`config.mk`:
```
export PLATFORM = sky130hd
export DESIGN_NAME = tcl_top
export DESIGN_NICKNAME = d
export VERILOG_FILES = /design/src/verilog/tcl_pkg.sv /design/src/verilog/tcl_top.sv
export SDC_FILE = /design/constraint.sdc
export NUM_CORES = 1
export LEC_CHECK = 0
export ABC_AREA = 1
export ABC_CLOCK_PERIOD_IN_PS = 3500
export BUFFER_PORTS_ARGS = -buffer_cell sky130_fd_sc_hd__buf_2
export CAP_MARGIN = 20
export CORE_MARGIN = 5
export CORE_UTILIZATION = 50
export CTS_BUF_LIST = sky130_fd_sc_hd__clkbuf_8
export CTS_CLUSTER_DIAMETER = 120
export DETAILED_ROUTE_END_ITERATION = 7
export HOLD_SLACK_MARGIN = 0.03
export PLACE_DENSITY_LB_ADDON = 0.08
export SYNTH_ARGS = -nofsm -noshare
export SYNTH_HDL_FRONTEND = slang
export SYNTH_SLANG_ARGS = --single-unit
```
`constraint.sdc`:
```
create_clock -name clk_i -period 3.5 [get_ports clk_i]
set_clock_uncertainty 0.05 [all_clocks]
set_input_delay 0.7 -clock clk_i [delete_from_list [all_inputs] [get_ports clk_i]]
set_output_delay 0.7 -clock clk_i [all_outputs]
set_load 0.01 [all_outputs]
```
`src/verilog/tcl_pkg.sv`:
```
/*
 * package for the telegram control logic: register map, field positions,
 * reset values, channel plan and sequencer states.
 * assumes a 32-bit AHB-Lite bus with word-aligned registers.
 */
package tcl_pkg;
    // ****************************************
    // register map (byte addresses)
    // ****************************************
    localparam logic [7:0] TCL_OFS_CTRL = 8'h00;
    localparam logic [7:0] TCL_OFS_CMD = 8'h04;
    localparam logic [7:0] TCL_OFS_STATUS = 8'h08;
    localparam logic [7:0] TCL_OFS_CHAN = 8'h0c;
    localparam logic [7:0] TCL_OFS_FKEY0 = 8'h10;
    localparam logic [7:0] TCL_OFS_UKEY0 = 8'h20;
    localparam int TCL_KEY_WORDS = 4;
    // ****************************************
    // control fields
    // ****************************************
    localparam int TCL_CTRL_ZGP = 0;
    localparam int TCL_CTRL_RATE2M = 1;
    localparam int TCL_CTRL_KEYUSER = 2;
    localparam int TCL_CTRL_INVDIR = 3;
    localparam logic [3:0] TCL_CTRL_RST = 4'h0;
    // ****************************************
    // command fields (write-one pulses)
    // ****************************************
    localparam int TCL_CMD_COMM = 0;
    localparam int TCL_CMD_FRESET = 1;
    localparam int TCL_CMD_DECOMM = 2;
    // ****************************************
    // channel plan
    // ****************************************
    localparam logic [6:0] TCL_CH_ADV0 = 7'h25;
    localparam logic [6:0] TCL_CH_ADV1 = 7'h26;
    localparam logic [6:0] TCL_CH_ADV2 = 7'h27;
    localparam logic [6:0] TCL_CH_DATA_LO_MAX = 7'h0a;
    localparam logic [6:0] TCL_CH_DATA_HI_MAX = 7'h24;
    localparam logic [6:0] TCL_CH_CUST_MIN = 7'h28;
    localparam logic [6:0] TCL_CH_CUST_MAX = 7'h4e;
    localparam logic [11:0] TCL_F_ADV0 = 12'h962;
    localparam logic [11:0] TCL_F_ADV1 = 12'h97a;
    localparam logic [11:0] TCL_F_ADV2 = 12'h9b0;
    localparam logic [11:0] TCL_F_DATA_LO = 12'h964;
    localparam logic [11:0] TCL_F_DATA_HI_BASE = 12'h966;
    localparam logic [11:0] TCL_F_CUST_BASE = 12'h913;
    localparam int TCL_SLOTS = 3;
    localparam logic [1:0] TCL_SLOT_LAST = 2'h2;
    localparam logic [31:0] TCL_LFSR_SEED = 32'h0000_0001;
    typedef enum logic [3:0] {
        TCL_IDLE = 4'b0001,
        TCL_SAMPLE = 4'b0010,
        TCL_SEND = 4'b0100,
        TCL_WAIT = 4'b1000
    } tcl_state_t;
endpackage

```
`src/verilog/tcl_top.sv`:
```
/*
 * telegram control logic: actuation detect, telegram type choice,
 * key/protocol/rate selection, channel-to-frequency sequencing, AHB-Lite
 * configuration slave (stands in for the contactless configuration side).
 * assumes a radio on the same clock that takes tx_req_o and answers
 * tx_done_i, and harvester polarity given as two digital levels.
 */
// Notes on behaviour
// [RULE1] contact input grounded means active, open means inactive.
// [RULE2] every data telegram carries both contact states.
// [RULE3] outside circuit only grounds or leaves contacts open, never drives high.
// [RULE4] ble telegrams after configuration reset; zgp only when selected.
// [RULE5] learn held or pending request makes the telegram a commissioning one.
// [RULE6] learn held: only the first recorded direction sends, the other sends nothing.
// [RULE7] pending request gives one commissioning telegram, then is cleared.
// [RULE8] learn released and nothing pending: every actuation sends a data telegram.
// [RULE9] data and commissioning share one outer format, payload differs.
// [RULE10] in zgp mode learn starts channel selection.
// [RULE11] factory key readable, writable, restored by factory reset.
// [RULE12] user key writable, always reads back as zero.
// [RULE13] factory reset, or zgp decommission, gives user key a random value.
// [RULE14] factory key used by default; user key when selected.
// [RULE15] 1 mbit/s by default; 2 mbit/s when selected.
// [RULE16] default channels 37, 38, 39; configurable.
// [RULE17] channel 37/38/39 map to 2402/2426/2480 mhz.
// [RULE18] data channels 0-10 from 2404, 11-36 from 2428, 2 mhz steps.
// [RULE19] custom channels 40-78 map to 2403-2479 mhz odd.
// [RULE20] pin b above pin a is a press; configurable inversion.
// [RULE21] contacts and learn sampled once per actuation, held for the sequence.
`timescale 1ns/1ps
module tcl_top
    import tcl_pkg::*;
#(
    parameter logic [127:0] FACTORY_KEY = 128'h0123_4567_89ab_cdef_fedc_ba98_7654_3210
) (
    input wire logic clk_i,
    input wire logic nrst_i,
    input wire logic hsel_i,
    input wire logic [31:0] haddr_i,
    input wire logic [1:0] htrans_i,
    input wire logic hwrite_i,
    input wire logic [2:0] hsize_i,
    input wire logic [31:0] hwdata_i,
    input wire logic hready_i,
    output logic [31:0] hrdata_o,
    output logic hreadyout_o,
    output logic hresp_o,
    input wire logic contact_in_a_n_i,
    input wire logic contact_in_b_n_i,
    input wire logic learn_button_n_i,
    input wire logic harvester_pin_a_i,
    input wire logic harvester_pin_b_i,
    input wire logic tx_done_i,
    output logic tx_req_o,
    output logic tx_commission_o,
    output logic tx_press_o,
    output logic tx_contact_a_o,
    output logic tx_contact_b_o,
    output logic tx_zgp_o,
    output logic tx_rate_2m_o,
    output logic [127:0] tx_key_o,
    output logic [6:0] tx_channel_o,
    output logic [11:0] tx_freq_mhz_o,
    output logic chsel_start_o
);
    // ****************************************
    // channel decode
    // ****************************************
    function automatic logic [11:0] chan_freq(input logic [6:0] ch);
        logic [11:0] c2;
        c2 = {4'h0, ch, 1'b0};
        if (ch == TCL_CH_ADV0) begin
            chan_freq = TCL_F_ADV0; // [RULE17]
        end else if (ch == TCL_CH_ADV1) begin
            chan_freq = TCL_F_ADV1; // [RULE17]
        end else if (ch == TCL_CH_ADV2) begin
            chan_freq = TCL_F_ADV2; // [RULE17]
        end else if (ch <= TCL_CH_DATA_LO_MAX) begin
            chan_freq = TCL_F_DATA_LO + c2; // [RULE18]
        end else if (ch <= TCL_CH_DATA_HI_MAX) begin
            chan_freq = TCL_F_DATA_HI_BASE + c2; // [RULE18]
        end else if (ch >= TCL_CH_CUST_MIN && ch <= TCL_CH_CUST_MAX) begin
            chan_freq = TCL_F_CUST_BASE + c2; // [RULE19]
        end else begin
            chan_freq = 12'h000;
        end
    endfunction

    // ****************************************
    // pin synchronisers
    // ****************************************
    logic [4:0] pin_raw;
    logic [4:0] sync1_r;
    logic [4:0] sync2_r;
    assign pin_raw = {harvester_pin_b_i, harvester_pin_a_i, learn_button_n_i,
                      contact_in_b_n_i, contact_in_a_n_i};
    always_ff @(posedge clk_i) begin
        if (!nrst_i) begin
            sync1_r <= 5'h07;
            sync2_r <= 5'h07;
        end else begin
            sync1_r <= pin_raw;
            sync2_r <= sync1_r;
        end
    end

    logic learn_held;
    logic act_level;
    logic act_prev_r;
    logic act_event;
    logic dir_press;
    logic [3:0] ctrl_r;
    assign learn_held = ~sync2_r[2];
    assign act_level = sync2_r[3] ^ sync2_r[4];
    assign act_event = act_level & ~act_prev_r;
    // polarity decides direction; inversion is a configuration option
    assign dir_press = (sync2_r[4] & ~sync2_r[3]) ^ ctrl_r[TCL_CTRL_INVDIR]; // [RULE20]
    always_ff @(posedge clk_i) begin
        if (!nrst_i) begin
            act_prev_r <= 1'b0;
        end else begin
            act_prev_r <= act_level;
        end
    end

    // ****************************************
    // AHB-Lite slave
    // ****************************************
    logic [7:0] waddr_r;
    logic wpend_r;
    logic rd_acc;
    logic wr_acc;
    logic [6:0] chan_r [TCL_SLOTS];
    logic [31:0] fkey_r [TCL_KEY_WORDS];
    logic [31:0] ukey_r [TCL_KEY_WORDS];
    logic [31:0] rd_nxt;
    logic [31:0] status_w;
    logic [31:0] lfsr_r;
    logic cmd_comm;
    logic cmd_freset;
    logic cmd_decomm;
    logic refresh_ukey;
    logic comm_pend_r;
    logic arm_r;
    logic arm_dir_r;
    logic busy;
    logic last_comm_r;
    tcl_state_t state_r;

    assign rd_acc = hsel_i & htrans_i[1] & hready_i & ~hwrite_i;
    assign wr_acc = hsel_i & htrans_i[1] & hready_i & hwrite_i;
    assign busy = (state_r != TCL_IDLE);
    assign status_w = {26'h0, sync2_r[1] == 1'b0, last_comm_r, busy, arm_dir_r, arm_r,
                       comm_pend_r};

    always_ff @(posedge clk_i) begin
        if (!nrst_i) begin
            waddr_r <= 8'h00;
            wpend_r <= 1'b0;
            hreadyout_o <= 1'b0;
            hresp_o <= 1'b0;
        end else begin
            wpend_r <= wr_acc;
            hreadyout_o <= 1'b1;
            hresp_o <= 1'b0;
            if (wr_acc) begin
                waddr_r <= {haddr_i[7:2], 2'b00};
            end
        end
    end

    always_comb begin
        rd_nxt = 32'h0;
        case ({haddr_i[7:2], 2'b00})
            TCL_OFS_CTRL: rd_nxt = {28'h0, ctrl_r};
            TCL_OFS_STATUS: rd_nxt = status_w;
            TCL_OFS_CHAN: rd_nxt = {9'h0, chan_r[2], 1'b0, chan_r[1], 1'b0, chan_r[0]};
            default: begin
                // user key words fall here and read zero
                if (haddr_i[7:4] == TCL_OFS_FKEY0[7:4]) begin
                    rd_nxt = fkey_r[haddr_i[3:2]]; // [RULE11]
                end
            end
        endcase
    end

    always_ff @(posedge clk_i) begin
        if (!nrst_i) begin
            hrdata_o <= 32'h0;
        end else if (rd_acc) begin
            hrdata_o <= rd_nxt; // [RULE12]
        end
    end

    assign cmd_comm = wpend_r & (waddr_r == TCL_OFS_CMD) & hwdata_i[TCL_CMD_COMM];
    assign cmd_freset = wpend_r & (waddr_r == TCL_OFS_CMD) & hwdata_i[TCL_CMD_FRESET];
    assign cmd_decomm = wpend_r & (waddr_r == TCL_OFS_CMD) & hwdata_i[TCL_CMD_DECOMM];
    // decommission refreshes the user key only in zgp operation
    assign refresh_ukey = cmd_freset | (cmd_decomm & ctrl_r[TCL_CTRL_ZGP]); // [RULE13]

    always_ff @(posedge clk_i) begin
        if (!nrst_i) begin
            ctrl_r <= TCL_CTRL_RST; // [RULE4] [RULE14] [RULE15]
            chan_r[0] <= TCL_CH_ADV0; // [RULE16]
            chan_r[1] <= TCL_CH_ADV1;
            chan_r[2] <= TCL_CH_ADV2;
        end else if (cmd_freset) begin
            ctrl_r <= TCL_CTRL_RST;
            chan_r[0] <= TCL_CH_ADV0;
            chan_r[1] <= TCL_CH_ADV1;
            chan_r[2] <= TCL_CH_ADV2;
        end else if (wpend_r && waddr_r == TCL_OFS_CTRL) begin
            ctrl_r <= hwdata_i[3:0];
        end else if (wpend_r && waddr_r == TCL_OFS_CHAN) begin
            chan_r[0] <= hwdata_i[6:0]; // [RULE16]
            chan_r[1] <= hwdata_i[14:8];
            chan_r[2] <= hwdata_i[22:16];
        end
    end

    // free-running lfsr; sampled at an unpredictable moment for fresh keys
    always_ff @(posedge clk_i) begin
        if (!nrst_i) begin
            lfsr_r <= TCL_LFSR_SEED;
        end else begin
            lfsr_r <= {lfsr_r[30:0], lfsr_r[31] ^ lfsr_r[21] ^ lfsr_r[1] ^ lfsr_r[0]};
        end
    end

    genvar gk;
    generate
        for (gk = 0; gk < TCL_KEY_WORDS; gk++) begin : g_key
            always_ff @(posedge clk_i) begin
                if (!nrst_i) begin
                    fkey_r[gk] <= FACTORY_KEY[gk*32 +: 32];
                    ukey_r[gk] <= 32'h0;
                end else begin
                    if (cmd_freset) begin
                        fkey_r[gk] <= FACTORY_KEY[gk*32 +: 32]; // [RULE11]
                    end else if (wpend_r && waddr_r == TCL_OFS_FKEY0 + 8'(gk*4)) begin
                        fkey_r[gk] <= hwdata_i; // [RULE11]
                    end
                    if (refresh_ukey) begin
                        ukey_r[gk] <= lfsr_r ^ {lfsr_r[gk*8 +: 8], lfsr_r[31:8]}; // [RULE13]
                    end else if (wpend_r && waddr_r == TCL_OFS_UKEY0 + 8'(gk*4)) begin
                        ukey_r[gk] <= hwdata_i; // [RULE12]
                    end
                end
            end
        end
    endgenerate

    // ****************************************
    // telegram decision and sequencing
    // ****************************************
    logic samp_learn_r;
    logic samp_dir_r;
    logic is_comm;
    logic suppress;
    logic [1:0] slot_r;
    logic use_pend;
    logic ch_start;

    // pending request wins over the direction filter
    assign use_pend = comm_pend_r;
    assign suppress = ~use_pend & samp_learn_r & arm_r & (samp_dir_r != arm_dir_r); // [RULE6]
    assign is_comm = use_pend | samp_learn_r; // [RULE5] [RULE8]
    assign ch_start = (state_r == TCL_SAMPLE) & samp_learn_r & ~arm_r & ctrl_r[TCL_CTRL_ZGP];

    always_ff @(posedge clk_i) begin
        if (!nrst_i) begin
            samp_learn_r <= 1'b0;
            samp_dir_r <= 1'b0;
        end else if (state_r == TCL_IDLE && act_event) begin
            samp_learn_r <= learn_held; // [RULE21]
            samp_dir_r <= dir_press;
        end
    end

    // new request set wins over the clear when both fall in one cycle
    always_ff @(posedge clk_i) begin
        if (!nrst_i) begin
            comm_pend_r <= 1'b0;
        end else if (cmd_comm) begin
            comm_pend_r <= 1'b1;
        end else if (state_r == TCL_SAMPLE && use_pend) begin
            comm_pend_r <= 1'b0; // [RULE7]
        end
    end

    always_ff @(posedge clk_i) begin
        if (!nrst_i) begin
            arm_r <= 1'b0;
            arm_dir_r <= 1'b0;
        end else if (!learn_held && state_r == TCL_IDLE) begin
            arm_r <= 1'b0;
        end else if (state_r == TCL_SAMPLE && samp_learn_r && !arm_r) begin
            arm_r <= 1'b1; // [RULE6]
            arm_dir_r <= samp_dir_r;
        end
    end

    always_ff @(posedge clk_i) begin
        if (!nrst_i) begin
            chsel_start_o <= 1'b0;
        end else begin
            chsel_start_o <= ch_start; // [RULE10]
        end
    end

    always_ff @(posedge clk_i) begin
        if (!nrst_i) begin
            state_r <= TCL_IDLE;
            slot_r <= 2'h0;
        end else begin
            case (state_r)
                TCL_IDLE: begin
                    if (act_event) begin
                        state_r <= TCL_SAMPLE;
                    end
                end
                TCL_SAMPLE: begin
                    slot_r <= 2'h0;
                    state_r <= suppress ? TCL_IDLE : TCL_SEND;
                end
                TCL_SEND: begin
                    state_r <= TCL_WAIT;
                end
                TCL_WAIT: begin
                    if (tx_done_i) begin
                        if (slot_r == TCL_SLOT_LAST) begin
                            state_r <= TCL_IDLE;
                        end else begin
                            slot_r <= slot_r + 2'h1;
                            state_r <= TCL_SEND;
                        end
                    end
                end
                default: begin
                    state_r <= TCL_IDLE;
                end
            endcase
        end
    end

    // telegram attributes frozen at the decision, stable for all slots
    always_ff @(posedge clk_i) begin
        if (!nrst_i) begin
            tx_commission_o <= 1'b0;
            tx_press_o <= 1'b0;
            tx_contact_a_o <= 1'b0;
            tx_contact_b_o <= 1'b0;
            tx_zgp_o <= 1'b0;
            tx_rate_2m_o <= 1'b0;
            tx_key_o <= 128'h0;
            last_comm_r <= 1'b0;
        end else if (state_r == TCL_SAMPLE && !suppress) begin
            // one outer format; only the type flag changes the payload
            tx_commission_o <= is_comm; // [RULE9]
            last_comm_r <= is_comm;
            tx_press_o <= samp_dir_r;
            tx_contact_a_o <= ~sync2_r[0]; // [RULE1] [RULE2] [RULE21]
            tx_contact_b_o <= ~sync2_r[1]; // [RULE1] [RULE2] [RULE21]
            tx_zgp_o <= ctrl_r[TCL_CTRL_ZGP]; // [RULE4]
            tx_rate_2m_o <= ctrl_r[TCL_CTRL_RATE2M]; // [RULE15]
            tx_key_o <= ctrl_r[TCL_CTRL_KEYUSER] ? // [RULE14]
                {ukey_r[3], ukey_r[2], ukey_r[1], ukey_r[0]} :
                {fkey_r[3], fkey_r[2], fkey_r[1], fkey_r[0]};
        end
    end

    always_ff @(posedge clk_i) begin
        if (!nrst_i) begin
            tx_req_o <= 1'b0;
            tx_channel_o <= 7'h0;
            tx_freq_mhz_o <= 12'h0;
        end else begin
            if (state_r == TCL_SEND) begin
                tx_req_o <= 1'b1;
                tx_channel_o <= chan_r[slot_r];
                tx_freq_mhz_o <= chan_freq(chan_r[slot_r]); // [RULE17] [RULE18] [RULE19]
            end else if (tx_done_i) begin
                tx_req_o <= 1'b0;
            end
        end
    end
endmodule

```
==> impl_metrics.py, run 1 <==
metrics = {
    "routing": {
        "first_pass_iters": 5,
        "wire_per_inst_um": 22.6,
        "viasPerCell": 5.58,
        "drcViolationCount": 0,
        "route.antenna.remaining_nets": 0,
        "wl_um": 73400,
        "via_count": 18100,
        "drt-initial-drc-count": 1718,
    },
    "final_layout": {
        "nets": 2670,
        "drive_above_1_share": 0.178,
        "final_area_mm2": 0.0255,
        "final_cells": 3246,
        "syn_to_final_growth_pct": 15.8,
    },
    "critical_path": {
        "start_kind": "register",
        "crit_chain": "nor2_1, inv_1, nor2_2, nand2_2, nor3_4, nand2_4, nor2_4, nand2_1, nand2_1, o21ai_0, inv_1",
        "cpMaxStageDelayCell": "nor2_4",
        "critical-path-top-delay-family": "simple AND/OR/NAND/NOR gates",
        "worstPathBufferInverterCount": 2,
        "crit_path_end_kind": "register",
        "slowest_delay_ps": 650,
        "cp.required_ps": 3990,
        "cp_max_fo": 25,
        "crit_arrival_ps": 3280,
        "worstSetupPathType": "register to register",
    },
    "power": {
        "p_sw_mw": 3.13,
        "leakagePower_nw": 11.3,
        "peakVddDrop_mv": 0.307,
        "switching_share": 0.244,
        "p_int_mw": 9.72,
        "p_comb_frac": 0.053,
        "power.share.clock": 0.422,
        "p_per_area_mw_per_mm2": 503,
        "total_power_mw": 12.9,
        "seqPwrFrac": 0.525,
    },
    "place": {
        "dp_hpwl_um": 49800,
        "gp_congestion": 0.915,
        "port_buffers": 236,
        "post_dp_cell_area_mm2": 0.0238,
        "placed_cells": 3083,
    },
    "synth": {
        "synth_area_leaders": "edfxtp_1 (38%), dfxtp_1 (23%), nand2_1 (11%)",
        "syn_inst": 2350,
        "yosysTopAreaCellShare": 0.377,
        "synth.avg_cell_area_um2": 9.38,
        "synth_edf_count": 277,
        "async_flop_share": 0,
        "synth-seq-cells": 531,
        "synth_flop_cell": "edfxtp_1",
        "synth.most_common_cell": "nand2_1",
        "yosys.cell_types.count": 52,
        "yosysSeqAreaShare": 0.608,
        "synthesis.yosys.warnings": 0,
        "synth_common_cells": "nand2_1 (670), edfxtp_1 (277), o21ai_0 (263)",
        "yosys.area.top_type": "edfxtp_1",
        "syn_area_mm2": 0.0220,
    },
    "floorplan": {
        "coreArea_mm2": 0.0439,
        "num_rows": 77,
        "die_x_um": 220,
        "die_height_um": 220,
        "io_pins": 269,
        "start_util": 0.502,
        "die-area_mm2": 0.0484,
    },
    "clocking": {
        "clockBufferDepth": 3,
        "postCtsSetupBuffers": 0,
        "cts_sinks": 531,
        "cts_tree": "done",
        "cts.clk_slew.worst_paths_ps": 60,
        "clock_latency_ps": 670,
        "hold_buffers": 0,
        "cts_buffers": 88,
        "root_buffer": "clkbuf_8",
        "cts_resized": 0,
        "cts-htree-levels": 3,
    },
    "timing": {
        "setup_viol": 0,
        "maxSlewViolCount": 0,
        "tightest_slew_ps": 1030,
        "post-route-period-util": 0.795,
        "slew_headroom": 0.313,
        "hold_viol_final": 0,
        "rsz0062_at_grt": "no",
        "fin_crit_ps": 2780,
        "max_freq_ghz": 0.359,
        "setup_tns_ps": 0,
        "fin_hold_ws_ps": 175,
    },
    "grt": {
        "antenna_found_initial": 2,
        "gr-total-overflow": 0,
        "grtUsageTotal": 0.299,
        "grt_pass1_wl_um": 108000,
        "grtUsageMet1": 0.386,
        "busiest_layer": "met2",
        "first_global_vias": 17400,
        "use_met2": 0.491,
        "grt_max_degree": 203,
        "use_met3": 0.0511,
    },
    "flow_run": {
        "maxCapViolCount": 0,
    },
    "status": {
        "outcome": "completed",
    },
    "worst_hold_path": {
        "hold_path.class": "input port to register",
    },
}
[power groups by stage]
stage	logic, mW	clock network (mW)	registers [mW]
after CTS	0.687	5.50	6.74
after global placement	0.678	0	6.87
final	0.686	5.42	6.75
after global routing	0.737	5.81	6.75
after floorplan	0.364	0	6.87
after detailed placement	0.684	0	6.88
[cell usage in the layout, fill, tap and decap left out, types with 3 or more instances in the layout]
master	n
nand2_1	670
edfxtp_1	277
o21ai_0	263
dfxtp_1	253
buf_2	235
inv_1	200
a31oi_1	130
nor2_1	126
clkbuf_8	105
a22oi_1	59
a21oi_1	53
buf_4	35
xor2_1	28
nand3_1	28
o22ai_1	16
nand2_2	14
nand4_1	14
clkinv_1	12
inv_2	10
o211ai_1	10
ha_1	9
nand3_2	8
or2_2	8
nor2_2	8
nor3_1	8
buf_12	8
nand2_4	7
o21ai_1	6
clkinv_2	5
or2_4	3
nor3_4	3
inv_6	3
a221oi_1	3
clkinvlp_4	3
[cells by family (layout without fill, tap and decap cells)]
logic type / after synthesis / count (layout) / synth area share
flops: 531 / 531 / 0.608
buf+inv: 321 / 622 / 0.0599
compound gates: 553 / 553 / 0.145
fa+ha+maj: 9 / 9 / 0.00511
simple gates: 905 / 905 / 0.170
other cells: 1 / 4 / 0.000170
xor+xnor: 30 / 30 / 0.0119
[flip-flops by register name (all words and copies together), names as in the netlist, 6 cells and up, named ones only]
signal,count
ukey_r,128
tx_freq_mhz_o,11
waddr_r,6
chan_r,21
fkey_r,128
hrdata_o,32
tx_key_o,128
lfsr_r,32
tx_channel_o,7
[final timing paths]
kind | startpoint | endpoint | slack, ps | cells past startpoint
setup / recovery | waddr_r[6]$_SDFFE_PN0P_ | ukey_r[2][25]$_SDFFCE_PN0P_ | 720 | 11
setup reg to reg | waddr_r[6]$_SDFFE_PN0P_ | ukey_r[2][25]$_SDFFCE_PN0P_ | 720 | 11
hold reg to reg | sync1_r[1]$_SDFF_PN1_ | sync2_r[1]$_SDFF_PN1_ | 360 | 1
hold / removal | learn_button_n_i | sync1_r[2]$_SDFF_PN1_ | 180 | 2
[stage by stage]
stage | util | worst slack, ps
after floorplan | - | 675
after global placement | 0.541 | 375
after detailed placement | 0.541 | 328
after CTS | 0.581 | 694
after global routing | 0.581 | 512
final | 0.581 | 717
[per-layer routing]
layer	vias to the layer above	routed length (um)
li1	8474	-
met1	8690	29400
met2	819	35100
met3	143	5430
met4	0	3560
met5	-	0
[area by class of cell]
class / count / area, um^2
fillers: 4013 / 18400
flip-flops and latches: 531 / 13400
multi-input cells: 1499 / 7330
repair buffers: 279 / 1610
clock buffers: 105 / 1450
well taps: 592 / 741
inverters: 182 / 694
clock inverters: 56 / 297
diodes: 2 / 5.00
Note: power is estimated with default switching activity, not from simulation.
==> run 2, diff against run 1 <==
ABC_CLOCK_PERIOD_IN_PS = 2640   (was 3500)
clock period = 2.64 ns   (was 3.5 ns; I/O delays follow)
==> impl_metrics.py, run 2 (synthesized netlist as in run 1, its figures left out) <==
metrics = {
    "worst_hold_path": {
        "hp-start": "haddr_i[6]",
        "whs_endpoint": "waddr_r[6]$_SDFFE_PN0P_",
        "hold_depth": 3,
        "hold_path.class": "input port to register",
    },
    "critical_path": {
        "crit_path_end_kind": "register",
        "reg2reg_slack_ps": 220,
        "start_kind": "register",
        "worstReg2RegEnd": "tx_freq_mhz_o[6]$_SDFFE_PN0P_",
        "reg2reg_depth": 13,
        "crit_chain": "or2_2, o211ai_1, o21ai_1, ha_1, inv_1, nor2_1, nand3_2, nand2_2, nor2_4, nand2_1, o211ai_2, nand2_1, a21oi_1",
        "worstPathBufferInverterCount": 1,
        "cpMaxStageDelayCell": "edfxtp_1",
        "cp_max_fo": 7,
        "r2r_start": "chan_r[0][1]$_SDFFCE_PN0P_",
        "worstSetupPathType": "register to register",
        "crit_arrival_ps": 2930,
        "slowest_delay_ps": 430,
        "cp.required_ps": 3160,
        "critical-path-top-delay-family": "simple AND/OR/NAND/NOR gates",
        "cp_common_cell": "nand2_1",
    },
    "place": {
        "gp_congestion": 0.899,
        "dp_hpwl_um": 51100,
        "port_buffers": 236,
        "placed_cells": 3101,
        "post-place-ws_ps": 69.2,
    },
    "final_layout": {
        "layout_common_cells": "nand2_1 (669), edfxtp_1 (277), o21ai_0 (261)",
        "reg.largest.list": "fkey_r: 128 flops, tx_key_o: 128 flops, ukey_r: 128 flops",
        "nets": 2694,
        "syn_to_final_growth_pct": 16.5,
        "drive_above_1_share": 0.179,
        "layout_commonest_cell": "nand2_1",
        "final_cells": 3268,
    },
    "power": {
        "total_power_mw": 16.5,
        "leakagePower_nw": 11.4,
        "p_per_area_mw_per_mm2": 642,
        "peakVddDrop_mv": 0.362,
    },
    "timing": {
        "post-route-period-util": 0.916,
        "setup_viol": 0,
        "fin_crit_ps": 2420,
        "rsz0062_at_grt": "no",
        "slew_headroom": 0.532,
        "hold_viol_final": 0,
        "maxSlewViolCount": 0,
        "fin_hold_ws_ps": 83.1,
        "setup_ws_ps": 222,
        "setup_tns_ps": 0,
        "max_freq_ghz": 0.414,
        "tightest_slew_ps": 702,
    },
    "clocking": {
        "cts-htree-levels": 3,
        "cts_buffers": 89,
        "clock_latency_ps": 660,
        "clockBufferDepth": 3,
        "root_buffer": "clkbuf_8",
        "cts.clk_slew.worst_paths_ps": 60,
        "cts_tree": "done",
        "cts_sinks": 531,
    },
    "floorplan": {
        "die_x_um": 220,
        "num_rows": 77,
        "io_pins": 269,
        "die_height_um": 220,
        "die-area_mm2": 0.0484,
        "start_util": 0.502,
        "coreArea_mm2": 0.0439,
    },
    "routing": {
        "route.antenna.remaining_nets": 0,
        "wire_per_inst_um": 22.5,
        "drcViolationCount": 0,
        "via_count": 18200,
        "viasPerCell": 5.57,
        "wl_um": 73500,
        "first_pass_iters": 6,
        "drt-initial-drc-count": 1644,
    },
    "flow_run": {
        "maxCapViolCount": 0,
    },
    "grt": {
        "gr-total-overflow": 0,
        "grtUsageTotal": 0.298,
        "grt_pass1_wl_um": 108000,
        "antenna_found_initial": 1,
        "grt_max_degree": 130,
        "first_global_vias": 17400,
    },
    "status": {
        "outcome": "completed",
    },
}
-- run 2: repair_timing --
item	in CTS	in global routing
hold endpoints to repair	5	0
setup endpoints to repair	0	8
gates resized for setup	0	3
setup buffers	0	0
hold buffers	5	0
-- run 2: per-layer routing --
layer | global-route usage | vias up | share of wire
met4 | 0.155 | 0 | 0.053
li1 | - | 8519 | -
met3 | 0.0474 | 161 | 0.066
met5 | 0 | - | 0
met2 | 0.494 | 756 | 0.48
met1 | 0.378 | 8757 | 0.40
-- run 2: worst max-delay path by stage --
stage,start,to,cells past startpoint
final,chan_r[0][1]$_SDFFCE_PN0P_,tx_freq_mhz_o[6]$_SDFFE_PN0P_,13
after global routing,chan_r[0][1]$_SDFFCE_PN0P_,tx_freq_mhz_o[6]$_SDFFE_PN0P_,13
after CTS,register,tx_freq_mhz_o[6]$_SDFFE_PN0P_,13
after detailed placement,register,tx_freq_mhz_o[6]$_SDFFE_PN0P_,13
after global placement,register,tx_freq_mhz_o[6]$_SDFFE_PN0P_,13
after floorplan,hwdata_i[1],ukey_r[3][0]$_DFFE_PP_,8
-- run 2: final cells by class --
type / count / area, um^2
Sequential cell: 531 / 13400
Fill cell: 4034 / 18200
Tap cell: 592 / 741
Timing Repair Buffer: 302 / 1920
Multi-Input combinational cell: 1499 / 7330
Clock inverter: 65 / 262
Inverter: 182 / 694
Clock buffer: 96 / 1320
Antenna cell: 1 / 2.50
-- run 2: power breakdown --
part | switching, mW | total (mW) | leakage (nW) | internal [mW]
logic | 0.683 | 0.940 | 5.77 | 0.257
clock network | 3.29 | 6.62 | 0.971 | 3.33
registers | 0.0997 | 8.94 | 4.65 | 8.84
-- run 2: per-stage QoR --
step / area, um^2 / util
6_report: 25700 / 0.585
5_1_grt: 25700 / 0.585
4_1_cts: 25700 / 0.585
3_5_place_dp: 24000 / 0.547
3_3_place_gp: 24000 / 0.547
2_1_floorplan: 22100 / -
-- run 2: tightest hold or removal path, delay by kind of cell --
kind / cells / cell delay (ps)
buffers and inverters: 1 / 90
AND/OR/NAND/NOR: 2 / 120
==> run 3, diff against run 2 <==
CORE_UTILIZATION = 35   (was 50)
==> impl_metrics.py, run 3 (synthesized netlist as in run 1, its figures left out) <==
metrics = {
    "status": {
        "outcome": "completed",
    },
    "critical_path": {
        "cp.required_ps": 3130,
        "reg2reg_depth": 15,
        "worstSetupPathType": "register to register",
        "crit_chain": "buf_4, nand2_1, nand3_2, nand2_4, inv_1, ha_1, inv_2, nor2_1, nand3_2, nand2_2, nor2_4, nor2_2, nor2_2, nor4_2, nor2_1",
        "start_kind": "register",
        "slowest_delay_ps": 440,
        "crit_path_end_kind": "register",
        "cp_max_fo": 8,
        "reg2reg_slack_ps": 200,
        "worstReg2RegEnd": "tx_freq_mhz_o[8]$_SDFFE_PN0P_",
        "cpMaxStageDelayCell": "dfxtp_1",
        "crit_arrival_ps": 2930,
    },
    "worst_hold_path": {
        "hold_path.class": "input port to register",
        "hp-start": "hwdata_i[20]",
        "hold_depth": 3,
        "whs_endpoint": "ukey_r[2][20]$_SDFFCE_PN0P_",
    },
    "routing": {
        "wire_per_inst_um": 23.2,
        "wl_um": 82600,
        "drcViolationCount": 0,
        "viasPerCell": 5.11,
        "via_count": 18200,
        "first_pass_iters": 5,
        "route.antenna.remaining_nets": 0,
        "drt-initial-drc-count": 1340,
    },
    "place": {
        "port_buffers": 236,
        "gp_congestion": 0.887,
        "dp_hpwl_um": 56300,
        "placed_cells": 3364,
    },
    "timing": {
        "rsz0062_at_grt": "no",
        "slew_headroom": 0.485,
        "setup_viol": 0,
        "maxSlewViolCount": 0,
        "setup_tns_ps": 0,
        "fin_crit_ps": 2440,
        "tightest_slew_ps": 772,
        "post-route-period-util": 0.923,
        "hold_viol_final": 0,
        "max_freq_ghz": 0.410,
    },
    "grt": {
        "grt_max_degree": 130,
        "antenna_found_initial": 5,
        "gr-total-overflow": 0,
        "grtUsageTotal": 0.236,
        "first_global_vias": 18000,
        "grt_pass1_wl_um": 120000,
    },
    "final_layout": {
        "layout_common_cells": "nand2_1 (669), edfxtp_1 (277), o21ai_0 (263)",
        "layout_commonest_cell": "nand2_1",
        "nets": 2720,
        "syn_to_final_growth_pct": 20.1,
        "reg.largest.list": "fkey_r: 128 flops, tx_key_o: 128 flops, ukey_r: 128 flops",
        "utilization": 0.422,
        "num-fill-cells": 6303,
        "drive_above_1_share": 0.188,
        "final_cells": 3561,
    },
    "floorplan": {
        "die_height_um": 261,
        "num_rows": 92,
        "io_pins": 269,
        "die_x_um": 261,
        "start_util": 0.351,
        "die-area_mm2": 0.0681,
        "coreArea_mm2": 0.0627,
    },
    "power": {
        "peakVddDrop_mv": 0.331,
        "p_per_area_mw_per_mm2": 652,
        "leakagePower_nw": 11.6,
    },
    "clocking": {
        "clock_latency_ps": 690,
        "root_buffer": "clkbuf_8",
        "clockBufferDepth": 3,
        "cts_buffers": 95,
        "cts_sinks": 531,
        "cts-htree-levels": 3,
        "cts_tree": "done",
        "cts.clk_slew.worst_paths_ps": 60,
    },
    "flow_run": {
        "maxCapViolCount": 0,
    },
}
run 3: layout make-up:
cell class / count / area [um^2] / area share
diodes: 4 / 10.0 / 0.000378
clock buffers: 110 / 1510 / 0.0572
clock inverters: 67 / 293 / 0.0111
inverters: 182 / 694 / 0.0262
multi-input cells: 1499 / 7340 / 0.277
flip-flops and latches: 531 / 13400 / 0.506
well taps: 846 / 1060 / 0.0400
repair buffers: 322 / 2160 / 0.0815
run 3: worst max-delay path, delay by kind of cell (launching register included):
kind,cells,cell delay (ps)
adders and majority gates,1,230
buffers and inverters,3,400
DFF,1,440
and+or+nand+nor,11,1180
run 3: worst max-delay path by stage:
stage,from,endpoint,depth (start not counted)
6_report,register,tx_freq_mhz_o[8]$_SDFFE_PN0P_,15
5_1_grt,chan_r[0][1]$_SDFFCE_PN0P_,tx_freq_mhz_o[7]$_SDFFE_PN0P_,16
4_1_cts,register,tx_freq_mhz_o[8]$_SDFFE_PN0P_,15
3_5_place_dp,hwdata_i[2],ukey_r[2][16]$_SDFFCE_PN0P_,9
3_3_place_gp,hwdata_i[2],ukey_r[2][24]$_SDFFCE_PN0P_,9
2_1_floorplan,hwdata_i[1],ukey_r[3][0]$_DFFE_PP_,8
run 3: layer usage:
| metal | global-route usage | up-vias | routed length (um) |
|---|---|---|---|
| li1 | - | 8579 | - |
| met1 | 0.299 | 8908 | 34400 |
| met2 | 0.413 | 598 | 41300 |
| met3 | 0.0358 | 117 | 4510 |
| met4 | 0.0801 | 0 | 2390 |
| met5 | 0 | - | 0 |
run 3: power breakdown:
part | total, mW | leakage [nW] | switching, mW | internal (mW)
registers | 8.94 | 4.65 | 0.0997 | 8.84
logic | 1.00 | 5.89 | 0.721 | 0.280
clock network | 7.33 | 1.10 | 3.53 | 3.79
total | 17.3 | 11.6 | 4.35 | 12.9
run 3: through the flow:
| step | worst slack [ps] | hold slack [ps] | power [mW] | area [um^2] |
|---|---|---|---|---|
| 2_1_floorplan | 37.3 | 333 | 9.58 | 22100 |
| 3_3_place_gp | 231 | 341 | 10.1 | 24500 |
| 3_5_place_dp | 224 | 348 | 10.1 | 24500 |
| 4_1_cts | 197 | 31.6 | 17.5 | 26500 |
| 5_1_grt | 10.5 | 72.6 | 18.0 | 26500 |
| 6_report | 202 | 92.9 | 17.3 | 26500 |
run 3: timing repair:
action | CTS | global route
hold endpoints to repair | 15 | 0
endpoints found under the setup margin | 0 | 2
gates resized for setup | 0 | 2
hold buffers | 15 | 0
setup buffers | 0 | 1
